`src/idcr_defs.svh`:
```
`ifndef IDCR_DEFS_SVH
`define IDCR_DEFS_SVH

// byte offsets of the three identity words
`define IDCR_OFF_REV 12'h000
`define IDCR_OFF_PART 12'h004
`define IDCR_OFF_MEM 12'h008

// revision word layout
`define IDCR_FMT0_HI 30
`define IDCR_FMT0_LO 28
`define IDCR_MAJ_HI 15
`define IDCR_MAJ_LO 8
`define IDCR_MIN_HI 7
`define IDCR_MIN_LO 0

// part word layout
`define IDCR_FMT1_HI 31
`define IDCR_FMT1_LO 28
`define IDCR_LINE_HI 27
`define IDCR_LINE_LO 24
`define IDCR_DEVN_HI 23
`define IDCR_DEVN_LO 16
`define IDCR_THERM_HI 7
`define IDCR_THERM_LO 5
`define IDCR_HOUS_HI 4
`define IDCR_HOUS_LO 3
`define IDCR_HAZ_BIT 2
`define IDCR_GRADE_HI 1
`define IDCR_GRADE_LO 0

// memory word layout
`define IDCR_RAM_HI 31
`define IDCR_RAM_LO 16
`define IDCR_NVM_HI 15
`define IDCR_NVM_LO 0

// reserved spans of the identity words
`define IDCR_RSVD0_BIT 31
`define IDCR_RSVD0_HI 27
`define IDCR_RSVD0_LO 16
`define IDCR_RSVD1_HI 15
`define IDCR_RSVD1_LO 8
`define IDCR_RSVD0_VAL 12'h000
`define IDCR_RSVD1_VAL 8'h00

// fixed field values
`define IDCR_FMT0_VAL 3'h0
`define IDCR_FMT1_VAL 4'h0
`define IDCR_THERM_IND 3'h1
`define IDCR_HOUS_QFP48 2'h1
`define IDCR_HAZ_YES 1'h1
`define IDCR_GRADE_ENG 2'h0
`define IDCR_GRADE_PILOT 2'h1
`define IDCR_GRADE_RELEASE_GRADE 2'h2
`define IDCR_GRADE_RSVD 2'h3
`define IDCR_RAM_SIZE 16'h001F
`define IDCR_NVM_SIZE 16'h000F
`define IDCR_WORD_ZERO 32'h0000_0000

`endif

```
`src/idcr_pkg.sv`:
```
package idcr_pkg;

    // bus answer sequencer
    typedef enum logic {
        IDCR_ACC_IDLE = 1'b0,
        IDCR_ACC_DONE = 1'b1
    } idcr_acc_type;

    // which word an access hit
    typedef enum logic [1:0] {
        IDCR_REG_REV = 2'b00,
        IDCR_REG_PART = 2'b01,
        IDCR_REG_MEM = 2'b10,
        IDCR_REG_NONE = 2'b11
    } idcr_reg_type;

    // whole state of the bus slave
    typedef struct packed {
        idcr_acc_type acc;
        idcr_reg_type hit;
        logic was_write;
        logic ready;
        logic slverr;
        logic [31:0] rdata;
    } idcr_state_type;

endpackage

```
`src/idcr_word_pack.sv`:
```
`timescale 1ns/10ps
`include "idcr_defs.svh"

module idcr_word_pack #(
    // revision letter, value is arbitrary
    parameter logic [7:0] MAJOR_REV = 8'h01,
    // interconnect changes, value is arbitrary
    parameter logic [7:0] MINOR_REV = 8'h01,
    // product line code, value is arbitrary
    parameter logic [3:0] PRODUCT_LINE = 4'h5,
    // device number, value is arbitrary
    parameter logic [7:0] DEVICE_NUMBER = 8'h5A,
    parameter logic [1:0] RELEASE_GRADE = 2'h2,
    parameter logic [15:0] RAM_SIZE = `IDCR_RAM_SIZE,
    parameter logic [15:0] NVM_SIZE = `IDCR_NVM_SIZE
) (
    output logic [31:0] rev_word,
    output logic [31:0] part_word,
    output logic [31:0] mem_word
);

    // a reserved grade strap would mislead software, so report it unqualified
    logic [1:0] grade;
    assign grade = (RELEASE_GRADE == `IDCR_GRADE_RSVD) ?
                   `IDCR_GRADE_ENG : RELEASE_GRADE;

    // revision word, reserved bits zero
    always_comb begin
        rev_word = `IDCR_WORD_ZERO;
        rev_word[`IDCR_FMT0_HI:`IDCR_FMT0_LO] = `IDCR_FMT0_VAL;
        rev_word[`IDCR_MAJ_HI:`IDCR_MAJ_LO] = MAJOR_REV;
        rev_word[`IDCR_MIN_HI:`IDCR_MIN_LO] = MINOR_REV;
    end

    // part word, reserved bits zero
    always_comb begin
        part_word = `IDCR_WORD_ZERO;
        part_word[`IDCR_FMT1_HI:`IDCR_FMT1_LO] = `IDCR_FMT1_VAL;
        part_word[`IDCR_LINE_HI:`IDCR_LINE_LO] = PRODUCT_LINE;
        part_word[`IDCR_DEVN_HI:`IDCR_DEVN_LO] = DEVICE_NUMBER;
        part_word[`IDCR_THERM_HI:`IDCR_THERM_LO] = `IDCR_THERM_IND;
        part_word[`IDCR_HOUS_HI:`IDCR_HOUS_LO] = `IDCR_HOUS_QFP48;
        part_word[`IDCR_HAZ_BIT] = `IDCR_HAZ_YES;
        part_word[`IDCR_GRADE_HI:`IDCR_GRADE_LO] = grade;
    end

    // memory size word
    always_comb begin
        mem_word = `IDCR_WORD_ZERO;
        mem_word[`IDCR_RAM_HI:`IDCR_RAM_LO] = RAM_SIZE;
        mem_word[`IDCR_NVM_HI:`IDCR_NVM_LO] = NVM_SIZE;
    end

endmodule // idcr_word_pack

```
`src/idcr_regs.sv`:
```
// Chosen here: the APB register port.
`timescale 1ns/10ps
`include "idcr_defs.svh"

module idcr_regs #(
    parameter int ADDR_W = 12,
    // revision letter, arbitrary default
    parameter logic [7:0] MAJOR_REV = 8'h01,
    // interconnect changes, arbitrary default
    parameter logic [7:0] MINOR_REV = 8'h01,
    // product line code, value is arbitrary
    parameter logic [3:0] PRODUCT_LINE = 4'h5,
    // device number, value is arbitrary
    parameter logic [7:0] DEVICE_NUMBER = 8'h5A,
    // qualification status of the silicon
    parameter logic [1:0] RELEASE_GRADE = 2'h2,
    parameter logic [15:0] RAM_SIZE = `IDCR_RAM_SIZE,
    parameter logic [15:0] NVM_SIZE = `IDCR_NVM_SIZE
) (
    input wire logic CLK_SYS,
    input wire logic RST_N,
    input wire logic CLK_EN,
    input wire logic PSEL,
    input wire logic PENABLE,
    input wire logic PWRITE,
    input wire logic [ADDR_W-1:0] PADDR,
    input wire logic [31:0] PWDATA,
    output logic [31:0] PRDATA,
    output logic PREADY,
    output logic PSLVERR
);

    // registered slave state and its next value
    idcr_pkg::idcr_state_type state;
    idcr_pkg::idcr_state_type next_state;

    // fixed words from the packer
    logic [31:0] rev_word;
    logic [31:0] part_word;
    logic [31:0] mem_word;

    // address decode results
    idcr_pkg::idcr_reg_type dec_hit;
    logic [31:0] dec_word;

    // state after reset: idle, bus quiet
    localparam idcr_pkg::idcr_state_type RESET_STATE = '{
        acc: idcr_pkg::IDCR_ACC_IDLE,
        hit: idcr_pkg::IDCR_REG_NONE,
        was_write: 1'b0,
        ready: 1'b0,
        slverr: 1'b0,
        rdata: `IDCR_WORD_ZERO
    };

    // constant words; no storage, so no write can disturb them
    idcr_word_pack #(
        .MAJOR_REV(MAJOR_REV),
        .MINOR_REV(MINOR_REV),
        .PRODUCT_LINE(PRODUCT_LINE),
        .DEVICE_NUMBER(DEVICE_NUMBER),
        .RELEASE_GRADE(RELEASE_GRADE),
        .RAM_SIZE(RAM_SIZE),
        .NVM_SIZE(NVM_SIZE)
    ) u_pack (
        .rev_word(rev_word),
        .part_word(part_word),
        .mem_word(mem_word)
    );

    // full-address compare, so unaligned offsets fall to the error path
    always_comb begin
        dec_hit = idcr_pkg::IDCR_REG_NONE;
        dec_word = `IDCR_WORD_ZERO;
        // revision word
        if (PADDR == ADDR_W'(`IDCR_OFF_REV)) begin
            dec_hit = idcr_pkg::IDCR_REG_REV;
            dec_word = rev_word;
        end
        // part word
        else if (PADDR == ADDR_W'(`IDCR_OFF_PART)) begin
            dec_hit = idcr_pkg::IDCR_REG_PART;
            dec_word = part_word;
        end
        // memory size word
        else if (PADDR == ADDR_W'(`IDCR_OFF_MEM)) begin
            dec_hit = idcr_pkg::IDCR_REG_MEM;
            dec_word = mem_word;
        end
    end

    // answer sequencer: one wait state, so PRDATA leaves a flop
    always_comb begin
        next_state = state;
        case (state.acc)
            // wait for the access phase
            idcr_pkg::IDCR_ACC_IDLE: begin
                next_state.ready = 1'b0;
                next_state.slverr = 1'b0;
                next_state.rdata = `IDCR_WORD_ZERO;
                if (PSEL && PENABLE) begin
                    next_state.acc = idcr_pkg::IDCR_ACC_DONE;
                    next_state.hit = dec_hit;
                    next_state.was_write = PWRITE;
                    next_state.ready = 1'b1;
                    // unmapped offset answers with an error
                    next_state.slverr =
                        (dec_hit == idcr_pkg::IDCR_REG_NONE);
                    // writes return zero and change nothing
                    if (PWRITE) begin
                        next_state.rdata = `IDCR_WORD_ZERO;
                    end
                    else begin
                        next_state.rdata = dec_word;
                    end
                end
            end
            // master takes the answer at this edge
            idcr_pkg::IDCR_ACC_DONE: begin
                next_state.acc = idcr_pkg::IDCR_ACC_IDLE;
                next_state.hit = idcr_pkg::IDCR_REG_NONE;
                next_state.was_write = 1'b0;
                next_state.ready = 1'b0;
                next_state.slverr = 1'b0;
                next_state.rdata = `IDCR_WORD_ZERO;
            end
            // unreachable code point, recover to idle
            default: begin
                next_state = RESET_STATE;
            end
        endcase
    end

    // state register; a low enable freezes everything but reset
    always_ff @(posedge CLK_SYS) begin
        if (!RST_N) begin
            state <= RESET_STATE;
        end
        else if (CLK_EN) begin
            state <= next_state;
        end
    end

    // outputs straight from the state flops
    assign PRDATA = state.rdata;
    assign PREADY = state.ready;
    assign PSLVERR = state.slverr;
endmodule // idcr_regs

```
`config.mk`:
```
export PLATFORM = sky130hd
export DESIGN_NAME = idcr_regs
export DESIGN_NICKNAME = d
export VERILOG_FILES = /design/src/idcr_pkg.sv /design/src/idcr_word_pack.sv /design/src/idcr_regs.sv
export VERILOG_INCLUDE_DIRS = /design/src
export SDC_FILE = /design/constraint.sdc
export NUM_CORES = 1
export LEC_CHECK = 0
export BUFFER_PORTS_ARGS = -buffer_cell sky130_fd_sc_hd__buf_4
export CAP_MARGIN = 40
export CORE_AREA = 2 2 71 73
export DETAILED_ROUTE_END_ITERATION = 6
export DIE_AREA = 0 0 73 75
export PLACE_DENSITY_LB_ADDON = 0.15
export SETUP_SLACK_MARGIN = 0.02
export SYNTH_ARGS = -nofsm -noshare
export SYNTH_HDL_FRONTEND = slang
export SYNTH_HIERARCHICAL = 1
export SYNTH_SLANG_ARGS = --single-unit
```
`constraint.sdc`:
```
create_clock -name CLK_SYS -period 2.2 [get_ports CLK_SYS]
set_clock_uncertainty 0.1 [all_clocks]
set_input_delay 0.33 -clock CLK_SYS [delete_from_list [all_inputs] [get_ports CLK_SYS]]
set_output_delay 0.33 -clock CLK_SYS [all_outputs]
set_load 0.005 [all_outputs]
```
Yosys cells after proc, flatten, opt, wreduce, memory -nomap -nowiden

Index checks and enable logic that the tools add are counted.
Widths: inputs -> output; s select.

Equal/unequal tests: 3
Reduce and logical (&&, ||, !) cells: 2
Bitwise logic cells: 1
Mux-type cells: 9

Operators by type and width:

| cell                | count |
|---|---|
| $pmux 38 s2         | 1 |
| $mux 27             | 2 |
| $mux 38             | 1 |
| $mux 32             | 1 |
| $mux 21             | 1 |
| $eq 12x3->1 const B | 1 |
| $eq 12x4->1 const B | 1 |
| $logic_not 12->1    | 1 |
| $mux 2              | 2 |
| $eq 2x2->1 const B  | 1 |
| $logic_and 1x1->1   | 1 |
| $mux 1              | 1 |
| $not 1->1           | 1 |

Register bits: 35
Output and inout port bits: 34
Input port bits: 50

Depth between registers and ports, before layout

Gate-level depths: netlist (run 1).

Word-level depth: 7
Depth in mapped cells: 6

By module

The synthesis (run 1) kept the hierarchy.

Modules (own cells, without submodules):

| module         | area each (um2) | cells each | instances |
|---|---|---|---|
| idcr_regs      | 1903.1          | 198        | 1 |
| idcr_word_pack | 728.2           | 98         | 1 |

Worst setup path before layout (run 1)

Ideal clock, no wire load.

Kind: input-to-reg
From: in PADDR[5]
To: reg state, in the netlist PRDATA[19]
Data required time: 2.016 ns
Slack: 0.826 ns
Cell stages on the path: 4
Arrival time: 1.190 ns
Setup time: 0.084 ns
Cells stage by stage: nor4_2 -> nand3_2 -> buf_6 -> o31ai_2

Longest elaborated chain between the ends: 7
Elaborated cells on any way between the ends: 9

RTL lines:

| what                   | line             | RTL |
|---|---|---|
| start: declaration     | idcr_regs.sv:26  | `input wire logic [ADDR_W-1:0] PADDR,` |
| $eq 12x4->1            | idcr_regs.sv:86  | `` else if (PADDR == ADDR_W'(`IDCR_OFF_MEM)) begin `` |
| $mux 21                | idcr_regs.sv:86  |  |
| $mux 27                | idcr_regs.sv:81  | `` else if (PADDR == ADDR_W'(`IDCR_OFF_PART)) begin `` |
| $mux 27 (*)            | idcr_regs.sv:76  | `` if (PADDR == ADDR_W'(`IDCR_OFF_REV)) begin `` |
| $mux 32 (*)            | idcr_regs.sv:110 | `if (PWRITE) begin` |
| $mux 38 (*)            | idcr_regs.sv:101 | `if (PSEL && PENABLE) begin` |
| $pmux 38 s2 (*)        | idcr_regs.sv:95  | `case (state.acc)` |
| end signal: assignment | idcr_regs.sv:140 | `state <= next_state;` |
| end: declaration       | idcr_regs.sv:34  | `idcr_pkg::idcr_state_type state;` |

Mark *: on every way between the ends. The rest lies on a longest branch, timed or not. The select of a mux whose other input is x is not followed.
A chain may end at the register's enable or synchronous reset.

Worst setup path in the final report (run 1)

From: reg state[37] (netlist bit)
To: reg state, in the netlist PRDATA[5]

Longest elaborated chain between the ends: 2

RTL lines:

| what            | line |
|---|---|
| $not 1->1       | n/a |
| $pmux 38 s2 (*) | idcr_regs.sv:95 |

Mark *: on every way between the ends. The rest lies on a longest branch, timed or not.

==> results of run 1 <==
cells by family (layout without fill, tap and decap cells):
kind of cell,count (synthesis),count (layout)
other cells,2,96
simple gates,44,44
flops,34,34
buf+inv,118,66
mux,33,33
compound gates,65,65
area by class of cell:
type / instances / share of cell area (%)
clock buffers: 7 / 2.80
multi-input cells: 238 / 53.6
flip-flops and latches: 34 / 24.9
well taps: 54 / 2.48
repair buffers: 59 / 16.2
cell usage in the layout (no fill, tap or decap), drive strengths merged, types with 2 or more instances in the layout:
master	instances
nor4	2
mux2i	33
clkbuf	7
dfxtp	34
a2bb2oi	32
nand2	33
conb	96
buf	59
nor2b	3
o31ai	32
cells in the mapped netlist (all sizes together):
library cell | number | area [µm²]
buf | 111 | 821
dfxtp | 34 | 681
mux2i | 33 | 330
nand2 | 33 | 124
a2bb2oi | 32 | 280
o31ai | 32 | 265
clkbuf | 7 | 26.3
nor2b | 3 | 18.8
conb | 2 | 7.51
nor4 | 2 | 25.0
a22o | 1 | 8.76
and3 | 1 | 6.26
and3b | 1 | 8.76
nand3 | 1 | 10.0
nand4 | 1 | 6.26
nand4b | 1 | 8.76
nor2 | 1 | 3.75
layer usage:
metal  up-vias  track usage [%]  wire [µm]
li1        930                -          -
met1       787             20.4       1950
met2        37             28.6       2040
met3         7             4.15        161
met4         0             6.79         65
met5         -                0          0
through the flow:
| stage | instance area (µm²) | util, % | hold WS (ns) | cells |
|---|---|---|---|---|
| floorplan | 2980 | - | 0.349 | 390 |
| detailed placement | 2650 | 56.9 | 0.341 | 385 |
| finish | 2730 | 58.6 | 0.191 | 392 |
| CTS | 2730 | 58.6 | 0.183 | 392 |
| global route | 2730 | 58.6 | 0.212 | 392 |
| global placement | 2650 | 56.9 | 0.338 | 385 |
path summary, 6_finish.rpt:
kind                          startpoint                endpoint  slack, ns  depth (start not counted)
setup / recovery  state[37]$_SDFFE_PN0P_  PRDATA[5]$_SDFFE_PN0P_       0.77                          4
hold / removal                     RST_N  state[37]$_SDFFE_PN0P_       0.19                          2
setup reg to reg  state[37]$_SDFFE_PN0P_  PRDATA[5]$_SDFFE_PN0P_       0.77                          4
hold reg to reg   PRDATA[1]$_SDFFE_PN0P_  PRDATA[1]$_SDFFE_PN0P_       0.35                          2
state kept, by name, summed over array words and instances (netlist names):
signal / cells
PSLVERR: 1
PRDATA: 32
state: 1
critical path: cells and delay by family, from the launching register on:
| kind | cells | cell delay [ns] |
|---|---|---|
| and+or+nand+nor | 2 | 0.35 |
| DFF | 1 | 0.33 |
| AOI/OAI and AO/OA | 1 | 0.28 |
| buffers and inverters | 1 | 0.27 |
power breakdown:
group	leakage, µW	total (µW)	internal (µW)	switching (µW)
logic	0.00102	212	106	106
clock network	0.0000383	433	218	215
registers	0.000274	618	617	1.03
total	0.00133	1260	941	322
==> results.tsv, run 1 <==
stage	metric	value	unit
pwr	total_power	1260	µW
die	pin_count	84	
grt	grt_max_degree	33	
worst_setup_path	worst-endpoint-arrival	1.52	ns
sta	fmax	701	MHz
route	initialDrtViolationCount	75	
final_layout	seq_area	681	µm²
clocking	cts_root_buf	clkbuf_8	
die	die_h	75	µm
synth	ys_seq_elements	34	
pwr	p_leak	0.00133	µW
final_layout	finalNetCount	388	
clocking	cts_buffer_depth	2	
die	rows	25	
place	portBuffers	51	
route	wl	4220	µm
synth	synth_fa_ha_area_share	0	%
synth	yosys.cell_types.count	21	
sta	rsz0062_at_grt	false	
route	num_vias	1761	
final_layout	multi_input_area	1460	µm²
clocking	cts_num_sinks	34	
clocking	clock_latency	0.28	ns
sta	fin_crit_sh	64.9	%
synth	synth_xor_area_share	0	%
sta	fin_ws	0.773	ns
clocking	clk_pin_slew	0.07	ns
place	gp_congestion	0.691	
synth	synth.area.mux_share	12.6	%
route	drt_first_pass_iters	4	
clocking	cts_resized	0	
die	core	4660	µm²
pwr	power_density	463	nW/µm²
worst_setup_path	setup.worst_path.end_class	flip-flop	
worst_setup_path	worstPathRequired	2.29	ns
worst_setup_path	crit_path_max_fanout	32	
worst_hold_path	hp-class	input port to flip-flop	
route	via_per_inst	4.49	
grt	antenna_found_initial	0	
synth	avgSynthCellArea	8.89	µm²
route	ant_nets	0	
synth	yosysSeqAreaShare	25.9	%
synth	synth_simple_gate_area_share	8.04	%
clocking	hold_buffers	0	
clocking	post_cts_buffers	0	
clocking	tritoncts	yes	
grt	grt_pass1_vias	1601	
synth	synth_top_family_by_area	buffers and inverters	
route	drc	0	
synth	ys_warn_count	6	
worst_setup_path	worstSetupPathType	flip-flop to flip-flop	
worst_setup_path	cpMaxStageDelayCell	dfxtp_1	
die	die_w	73	µm
sta	finalHoldViolCount	0	
worst_setup_path	crit_chain	and3b_1 -> nand4b_1 -> buf_4 -> o31ai_1	
die	start_util	56.5	%
place	place_ws	0.571	ns
sta	fin_crit	1.43	ns
die	die_area	5480	µm²
flow_run	drv_cap	0	
sta	tns	0	ns
final_layout	diodes	0	
grt	grt.overflow.total	0	
worst_setup_path	crit_path_start_kind	flip-flop	
clocking	htreeDepth	2	
status	outcome	finished, final reports clean	
pwr	vdd_drop_max	0.000212	V
synth	synth_compound_area_share	21.1	%
grt	grt.total_usage	16.8	%
worst_setup_path	max_stage_delay	0.33	ns
final_layout	drive_gt1_share	21.9	%
final_layout	area_delta_synth_final	3.71	%
sta	report.final.slew_viol_count	0	
synth	syn_area	2630	µm²
route	wire_per_inst	10.8	µm
sta	setup_viol	0	
synth	synthCells	296	
grt	grt_pass1_wl	7110	µm
final_layout	fillers	429	
clocking	cts_made_buffers	5	
place	dpl.hpwl	2880	µm
Power figures use the tool's default switching activity.
==> run 2, diff against run 1 <==
--- a/config.mk
+++ b/config.mk
@@ -8,9 +8,9 @@
 export LEC_CHECK = 0
 export BUFFER_PORTS_ARGS = -buffer_cell sky130_fd_sc_hd__buf_4
 export CAP_MARGIN = 40
-export CORE_AREA = 2 2 71 73
+export CORE_AREA = 2 2 74 76
 export DETAILED_ROUTE_END_ITERATION = 6
-export DIE_AREA = 0 0 73 75
+export DIE_AREA = 0 0 76 78
 export PLACE_DENSITY_LB_ADDON = 0.15
 export SETUP_SLACK_MARGIN = 0.02
 export SYNTH_ARGS = -nofsm -noshare
==> constraint.sdc (replaced) <==
create_clock -name CLK_SYS -period 1.4 [get_ports CLK_SYS]
set_clock_uncertainty 0.1 [all_clocks]
set_input_delay 0.21 -clock CLK_SYS [delete_from_list [all_inputs] [get_ports CLK_SYS]]
set_output_delay 0.21 -clock CLK_SYS [all_outputs]
set_load 0.005 [all_outputs]
==> results.tsv, run 2 (synthesized netlist as in run 1, its figures left out) <==
stage	metric	value	unit
status	outcome	finished, final reports clean	
die	die_area	5930	µm²
clocking	clk_pin_slew	0.07	ns
grt	grt.total_usage	15.7	%
route	initialDrtViolationCount	42	
die	rows	26	
sta	fin_crit_sh	95.5	%
final_layout	largest_reg_flops	32	
final_layout	area_delta_synth_final	10.6	%
clocking	clock_latency	0.28	ns
clocking	htreeDepth	2	
die	pin_count	84	
flow_run	drv_cap	0	
pwr	switching_share	24.4	%
final_layout	drive_gt1_share	26.6	%
clocking	cts_buffer_depth	2	
clocking	cts_made_buffers	5	
worst_setup_path	rr_worst_depth	4	
route	wire_per_inst	10.7	µm
pwr	p_leak	0.00142	µW
place	place_ws	-0.0650	ns
grt	grt_max_degree	33	
place	dpl.hpwl	3160	µm
sta	rsz0062_at_grt	true	
worst_setup_path	worstPathRequired	1.50	ns
final_layout	final_cell_mix	96 x conb_1, 67 x buf_4, 33 x dfxtp_1, 33 x mux2i_1, 33 x nand2_1	
route	wl	4470	µm
final_layout	finalNetCount	398	
route	drc	0	
sta	fin_ws	0.0629	ns
pwr	power_density	761	nW/µm²
sta	fmax	748	MHz
worst_hold_path	hp-class	input port to flip-flop	
pwr	pwr-share-comb	16.0	%
place	portBuffers	51	
worst_setup_path	worst-endpoint-arrival	1.44	ns
die	die_w	76	µm
worst_setup_path	setup.worst_path.end_class	flip-flop	
worst_setup_path	crit_path_start_kind	flip-flop	
sta	report.final.slew_viol_count	0	
sta	fin_crit	1.34	ns
final_layout	diodes	0	
pwr	vdd_drop_max	0.000362	V
route	num_vias	1808	
route	via_per_inst	4.32	
clocking	tritoncts	yes	
final_layout	mostFrequentLayoutCell	conb_1	
die	die_h	78	µm
grt	grt.overflow.total	0	
route	drt_first_pass_iters	4	
sta	setup_viol	0	
clocking	cts_num_sinks	34	
sta	finalHoldViolCount	0	
die	core	5040	µm²
worst_setup_path	worstSetupPathType	flip-flop to flip-flop	
pwr	total_power	2210	µW
grt	grt_pass1_wl	7560	µm
grt	grt_pass1_vias	1705	
place	gp_congestion	0.763	
pwr	p_int	1670	µW
die	start_util	52.2	%
worst_setup_path	worst-r2r-setup-slack	0.06	ns
pwr	switchingPower	540	µW
worst_hold_path	min_path_cells	2	
final_layout	fin_area	2910	µm²
grt	antenna_found_initial	0	
clocking	cts_root_buf	clkbuf_8	
pwr	clock_power_share	40.2	%
worst_setup_path	crit_path_max_fanout	16	
place	place_area	2750	µm²
final_layout	utilization	57.7	%
sta	whs	0.0813	ns
pwr	p_seq_share	43.8	%
route	ant_nets	0	
run 2: cell count changes in the layout (fill, tap and decap cells not counted), sizes merged:
cell,delta
buf,+9
clkbuf,-1
bufinv,+1
clkinv,+2
run 2: layout make-up:
cell class / instances / area [µm²]
fill: 492 / 2130
multi-input combinational: 238 / 1480
sequential: 34 / 682
timing repair buffer: 69 / 548
tap: 70 / 87.6
clock buffer: 5 / 68.8
clock inverter: 3 / 40.0
run 2: path summary, 6_finish.rpt:
kind | to | startpoint
min reg2reg | PRDATA[0]$_SDFFE_PN0P_ | PRDATA[0]$_SDFFE_PN0P_
min | state[37]$_SDFFE_PN0P_ | RST_N
max reg2reg | PRDATA[20]$_SDFFE_PN0P_ | state[37]$_SDFFE_PN0P_
max | PRDATA[20]$_SDFFE_PN0P_ | state[37]$_SDFFE_PN0P_
run 2: metal layers:
metal  vias to the layer above  wire length (µm)  share of wire (%)  GRT usage (%)
met3                         2               229                5.1           4.53
li1                        951                 -                  -              -
met4                         0                30               0.67           5.45
met2                        39              2190                 49           27.8
met1                       816              2020                 45           18.2
met5                         -                 0                  0              0
run 2: stage by stage:
step	setup TNS, ns	instances
global placement	-0.0830	409
detailed placement	-0.354	409
floorplan	0	390
global route	-0.219	419
CTS	0	417
finish	0	419
run 2: what timing repair did:
item	CTS	global route
hold endpoints to repair	0	0
hold buffers	0	0
setup endpoints to repair	0	14
buffers inserted	0	1
gates resized for setup	0	6
run 2: worst max-delay path, cell delays in order, from the launching register on:
cell      delay, ns
dfxtp_2        0.32
and3b_2        0.24
nand4b_1       0.17
buf_12         0.21
o31ai_2        0.21
run 2: power by group through the flow:
stage	Clock, µW	Sequential, µW	Combinational (µW)
after global routing	980	970	397
after CTS	923	970	339
after global placement	0	993	337
after detailed placement	0	993	339
final	889	970	354
after floorplan	0	993	447
==> run 3, diff against run 2 <==
--- a/config.mk
+++ b/config.mk
@@ -6,14 +6,15 @@
 export SDC_FILE = /design/constraint.sdc
 export NUM_CORES = 1
 export LEC_CHECK = 0
+export ABC_CLOCK_PERIOD_IN_PS = 1400
 export BUFFER_PORTS_ARGS = -buffer_cell sky130_fd_sc_hd__buf_4
 export CAP_MARGIN = 40
-export CORE_AREA = 2 2 74 76
+export CORE_AREA = 2 2 48 50
 export DETAILED_ROUTE_END_ITERATION = 6
-export DIE_AREA = 0 0 76 78
+export DIE_AREA = 0 0 50 52
 export PLACE_DENSITY_LB_ADDON = 0.15
 export SETUP_SLACK_MARGIN = 0.02
+export SKIP_LAST_GASP = 1
 export SYNTH_ARGS = -nofsm -noshare
 export SYNTH_HDL_FRONTEND = slang
-export SYNTH_HIERARCHICAL = 1
 export SYNTH_SLANG_ARGS = --single-unit
==> results.tsv, run 3 <==
stage	metric	value	unit
synth	async_reset_ff_share	0	%
clocking	hold_buffers	0	
worst_hold_path	hp-class	input port to flip-flop	
die	die_h	52	µm
synth	avgSynthCellArea	9.39	µm²
status	outcome	finished, final reports clean	
route	num_vias	445	
route	wl_met1	330	µm
synth	ys_warn_count	0	
final_layout	instances_no_fill	116	
route	drc	0	
sta	report.final.slew_viol_count	0	
synth	synth.top_cell.area_share	35.4	%
die	start_util	27.2	%
sta	whs	0.0795	ns
clocking	post_cts_buffers	0	
synth	syn_area	573	µm²
route	wire_per_inst	8.19	µm
die	pin_count	84	
worst_setup_path	crit_path_max_fanout	5	
route	via_per_inst	3.84	
final_layout	finalNetCount	139	
route	wl_met3	143	µm
place	post-place-cells	112	
worst_setup_path	worst-r2r-setup-slack	0.24	ns
sta	finalHoldViolCount	0	
synth	yosys.cell_types.count	17	
flow_run	drv_cap	0	
clocking	tritoncts	yes	
final_layout	fillers	231	
pwr	power_density	637	nW/µm²
clocking	clk_pin_slew	0.05	ns
pwr	vdd_drop_max	0.000253	V
pwr	p_leak	0.000363	µW
clocking	cts_made_buffers	3	
place	gp_congestion	0.657	
sta	setup_viol	0	
grt	antenna_found_initial	0	
die	rows	17	
synth	synth_edf_count	0	
sta	tns	0	ns
place	dpl.hpwl	864	µm
sta	rsz0062_at_grt	false	
final_layout	fin_area	743	µm²
clocking	clock_latency	0.24	ns
route	wl_met2	477	µm
synth	synth_flop_cell	dfxtp_1	
clocking	cts_root_buf	clkbuf_4	
synth	yosysSeqAreaShare	24.5	%
grt	grt_pass1_vias	376	
grt	grt_pass1_wl	1460	µm
sta	fin_crit_sh	82.6	%
route	initialDrtViolationCount	2	
synth	yosysMostFrequentCell	buf_4	
die	die_area	2600	µm²
synth	ys_top_cells_by_area	buf_4 35%, dfxtp_1 24%, nor4_4 7.4%, o21ai_1 4.4%, nor4b_4 4.1%	
die	core	2110	µm²
worst_setup_path	setup.worst_path.end_class	flip-flop	
final_layout	final_cell_mix	33 x buf_4, 18 x conb_1, 7 x dfxtp_1	
synth	ys_seq_elements	7	
synth	yosysTopAreaCell	buf_4	
final_layout	drive_gt1_share	46.6	%
worst_setup_path	crit_path_start_kind	flip-flop	
route	top_layer	met3	
worst_setup_path	worst-endpoint-arrival	1.23	ns
worst_setup_path	worstSetupPathType	flip-flop to flip-flop	
sta	fin_crit	1.16	ns
synth	synthCells	61	
final_layout	mostFrequentLayoutCell	buf_4	
final_layout	largest_reg_flops	5	
place	portBuffers	33	
route	ant_nets	0	
pwr	total_power	473	µW
final_layout	area_delta_synth_final	29.7	%
grt	grt.total_usage	7.95	%
final_layout	diodes	0	
synth	synth_common_cells	27 x buf_4, 7 x dfxtp_1, 5 x nand2_1, 5 x o21ai_1, 3 x nor2b_1	
clocking	htreeDepth	1	
clocking	cts_resized	0	
route	drt_first_pass_iters	2	
worst_setup_path	worstPathRequired	1.47	ns
grt	grt.overflow.total	0	
route	wl	950	µm
clocking	cts_buffer_depth	2	
die	die_w	50	µm
clocking	cts_num_sinks	7	
place	place_area	717	µm²
sta	fmax	865	MHz
grt	grt_max_degree	8	
## run 3: cell types whose count changed after synthesis, sizes merged, moves of 2 or more
cell | before | now
buf | 111 | 27
dfxtp | 34 | 7
o21ai | 0 | 5
clkbuf | 7 | 0
a2bb2oi | 32 | 0
nand2 | 33 | 5
o31ai | 32 | 1
mux2i | 33 | 0
nand2b | 0 | 2
## run 3: area by class of cell
cell class	count	area, µm²	area share (%)
Multi-Input combinational cell	44	294	39.6
Tap cell	28	35.0	4.71
Timing Repair Buffer	33	248	33.3
Clock buffer	4	26.3	3.54
Sequential cell	7	140	18.9
## run 3: path summary, 6_finish.rpt
check,from,end,cells past startpoint
hold reg to reg,PRDATA[0]$_SDFFE_PN0P_,PRDATA[0]$_SDFFE_PN0P_,2
setup reg to reg,state[37]$_SDFFE_PN0P_,PRDATA[8]$_SDFFE_PN0P_,3
setup / recovery,state[37]$_SDFFE_PN0P_,PRDATA[8]$_SDFFE_PN0P_,3
hold / removal,PADDR[3],PRDATA[8]$_SDFFE_PN0P_,2
## run 3: routing by layer
| metal | vias up | track usage [%] |
|---|---|---|
| li1 | 215 | - |
| met1 | 194 | 6.97 |
| met2 | 36 | 13.2 |
| met3 | 0 | 4.31 |
| met4 | 0 | 6.94 |
| met5 | - | 0 |
## run 3: stage by stage
| stage | utilization [%] | setup WS [ns] |
|---|---|---|
| after detailed placement | 34.0 | 0.156 |
| after CTS | 35.3 | 0.233 |
| after global placement | 34.0 | 0.146 |
| final | 35.3 | 0.244 |
| after global routing | 35.3 | 0.197 |
| after floorplan | - | 0.305 |
## run 3: logic make-up after synthesis
family	synth area share, %
AOI/OAI and AO/OA	11.4
buffers and inverters	35.4
other	0.654
DFF	24.5
and+or+nand+nor	28.2
## run 3: power breakdown
group          internal [µW]  switching, µW
Clock                    109           73.7
Sequential               202           1.29
Combinational           45.5           42.4
Total                    356            117
## run 3: critical path, cell delays in order (launching register included)
cell     delay, ns
dfxtp_1       0.32
and4b_1       0.33
nand4_4       0.15
o31ai_4       0.18
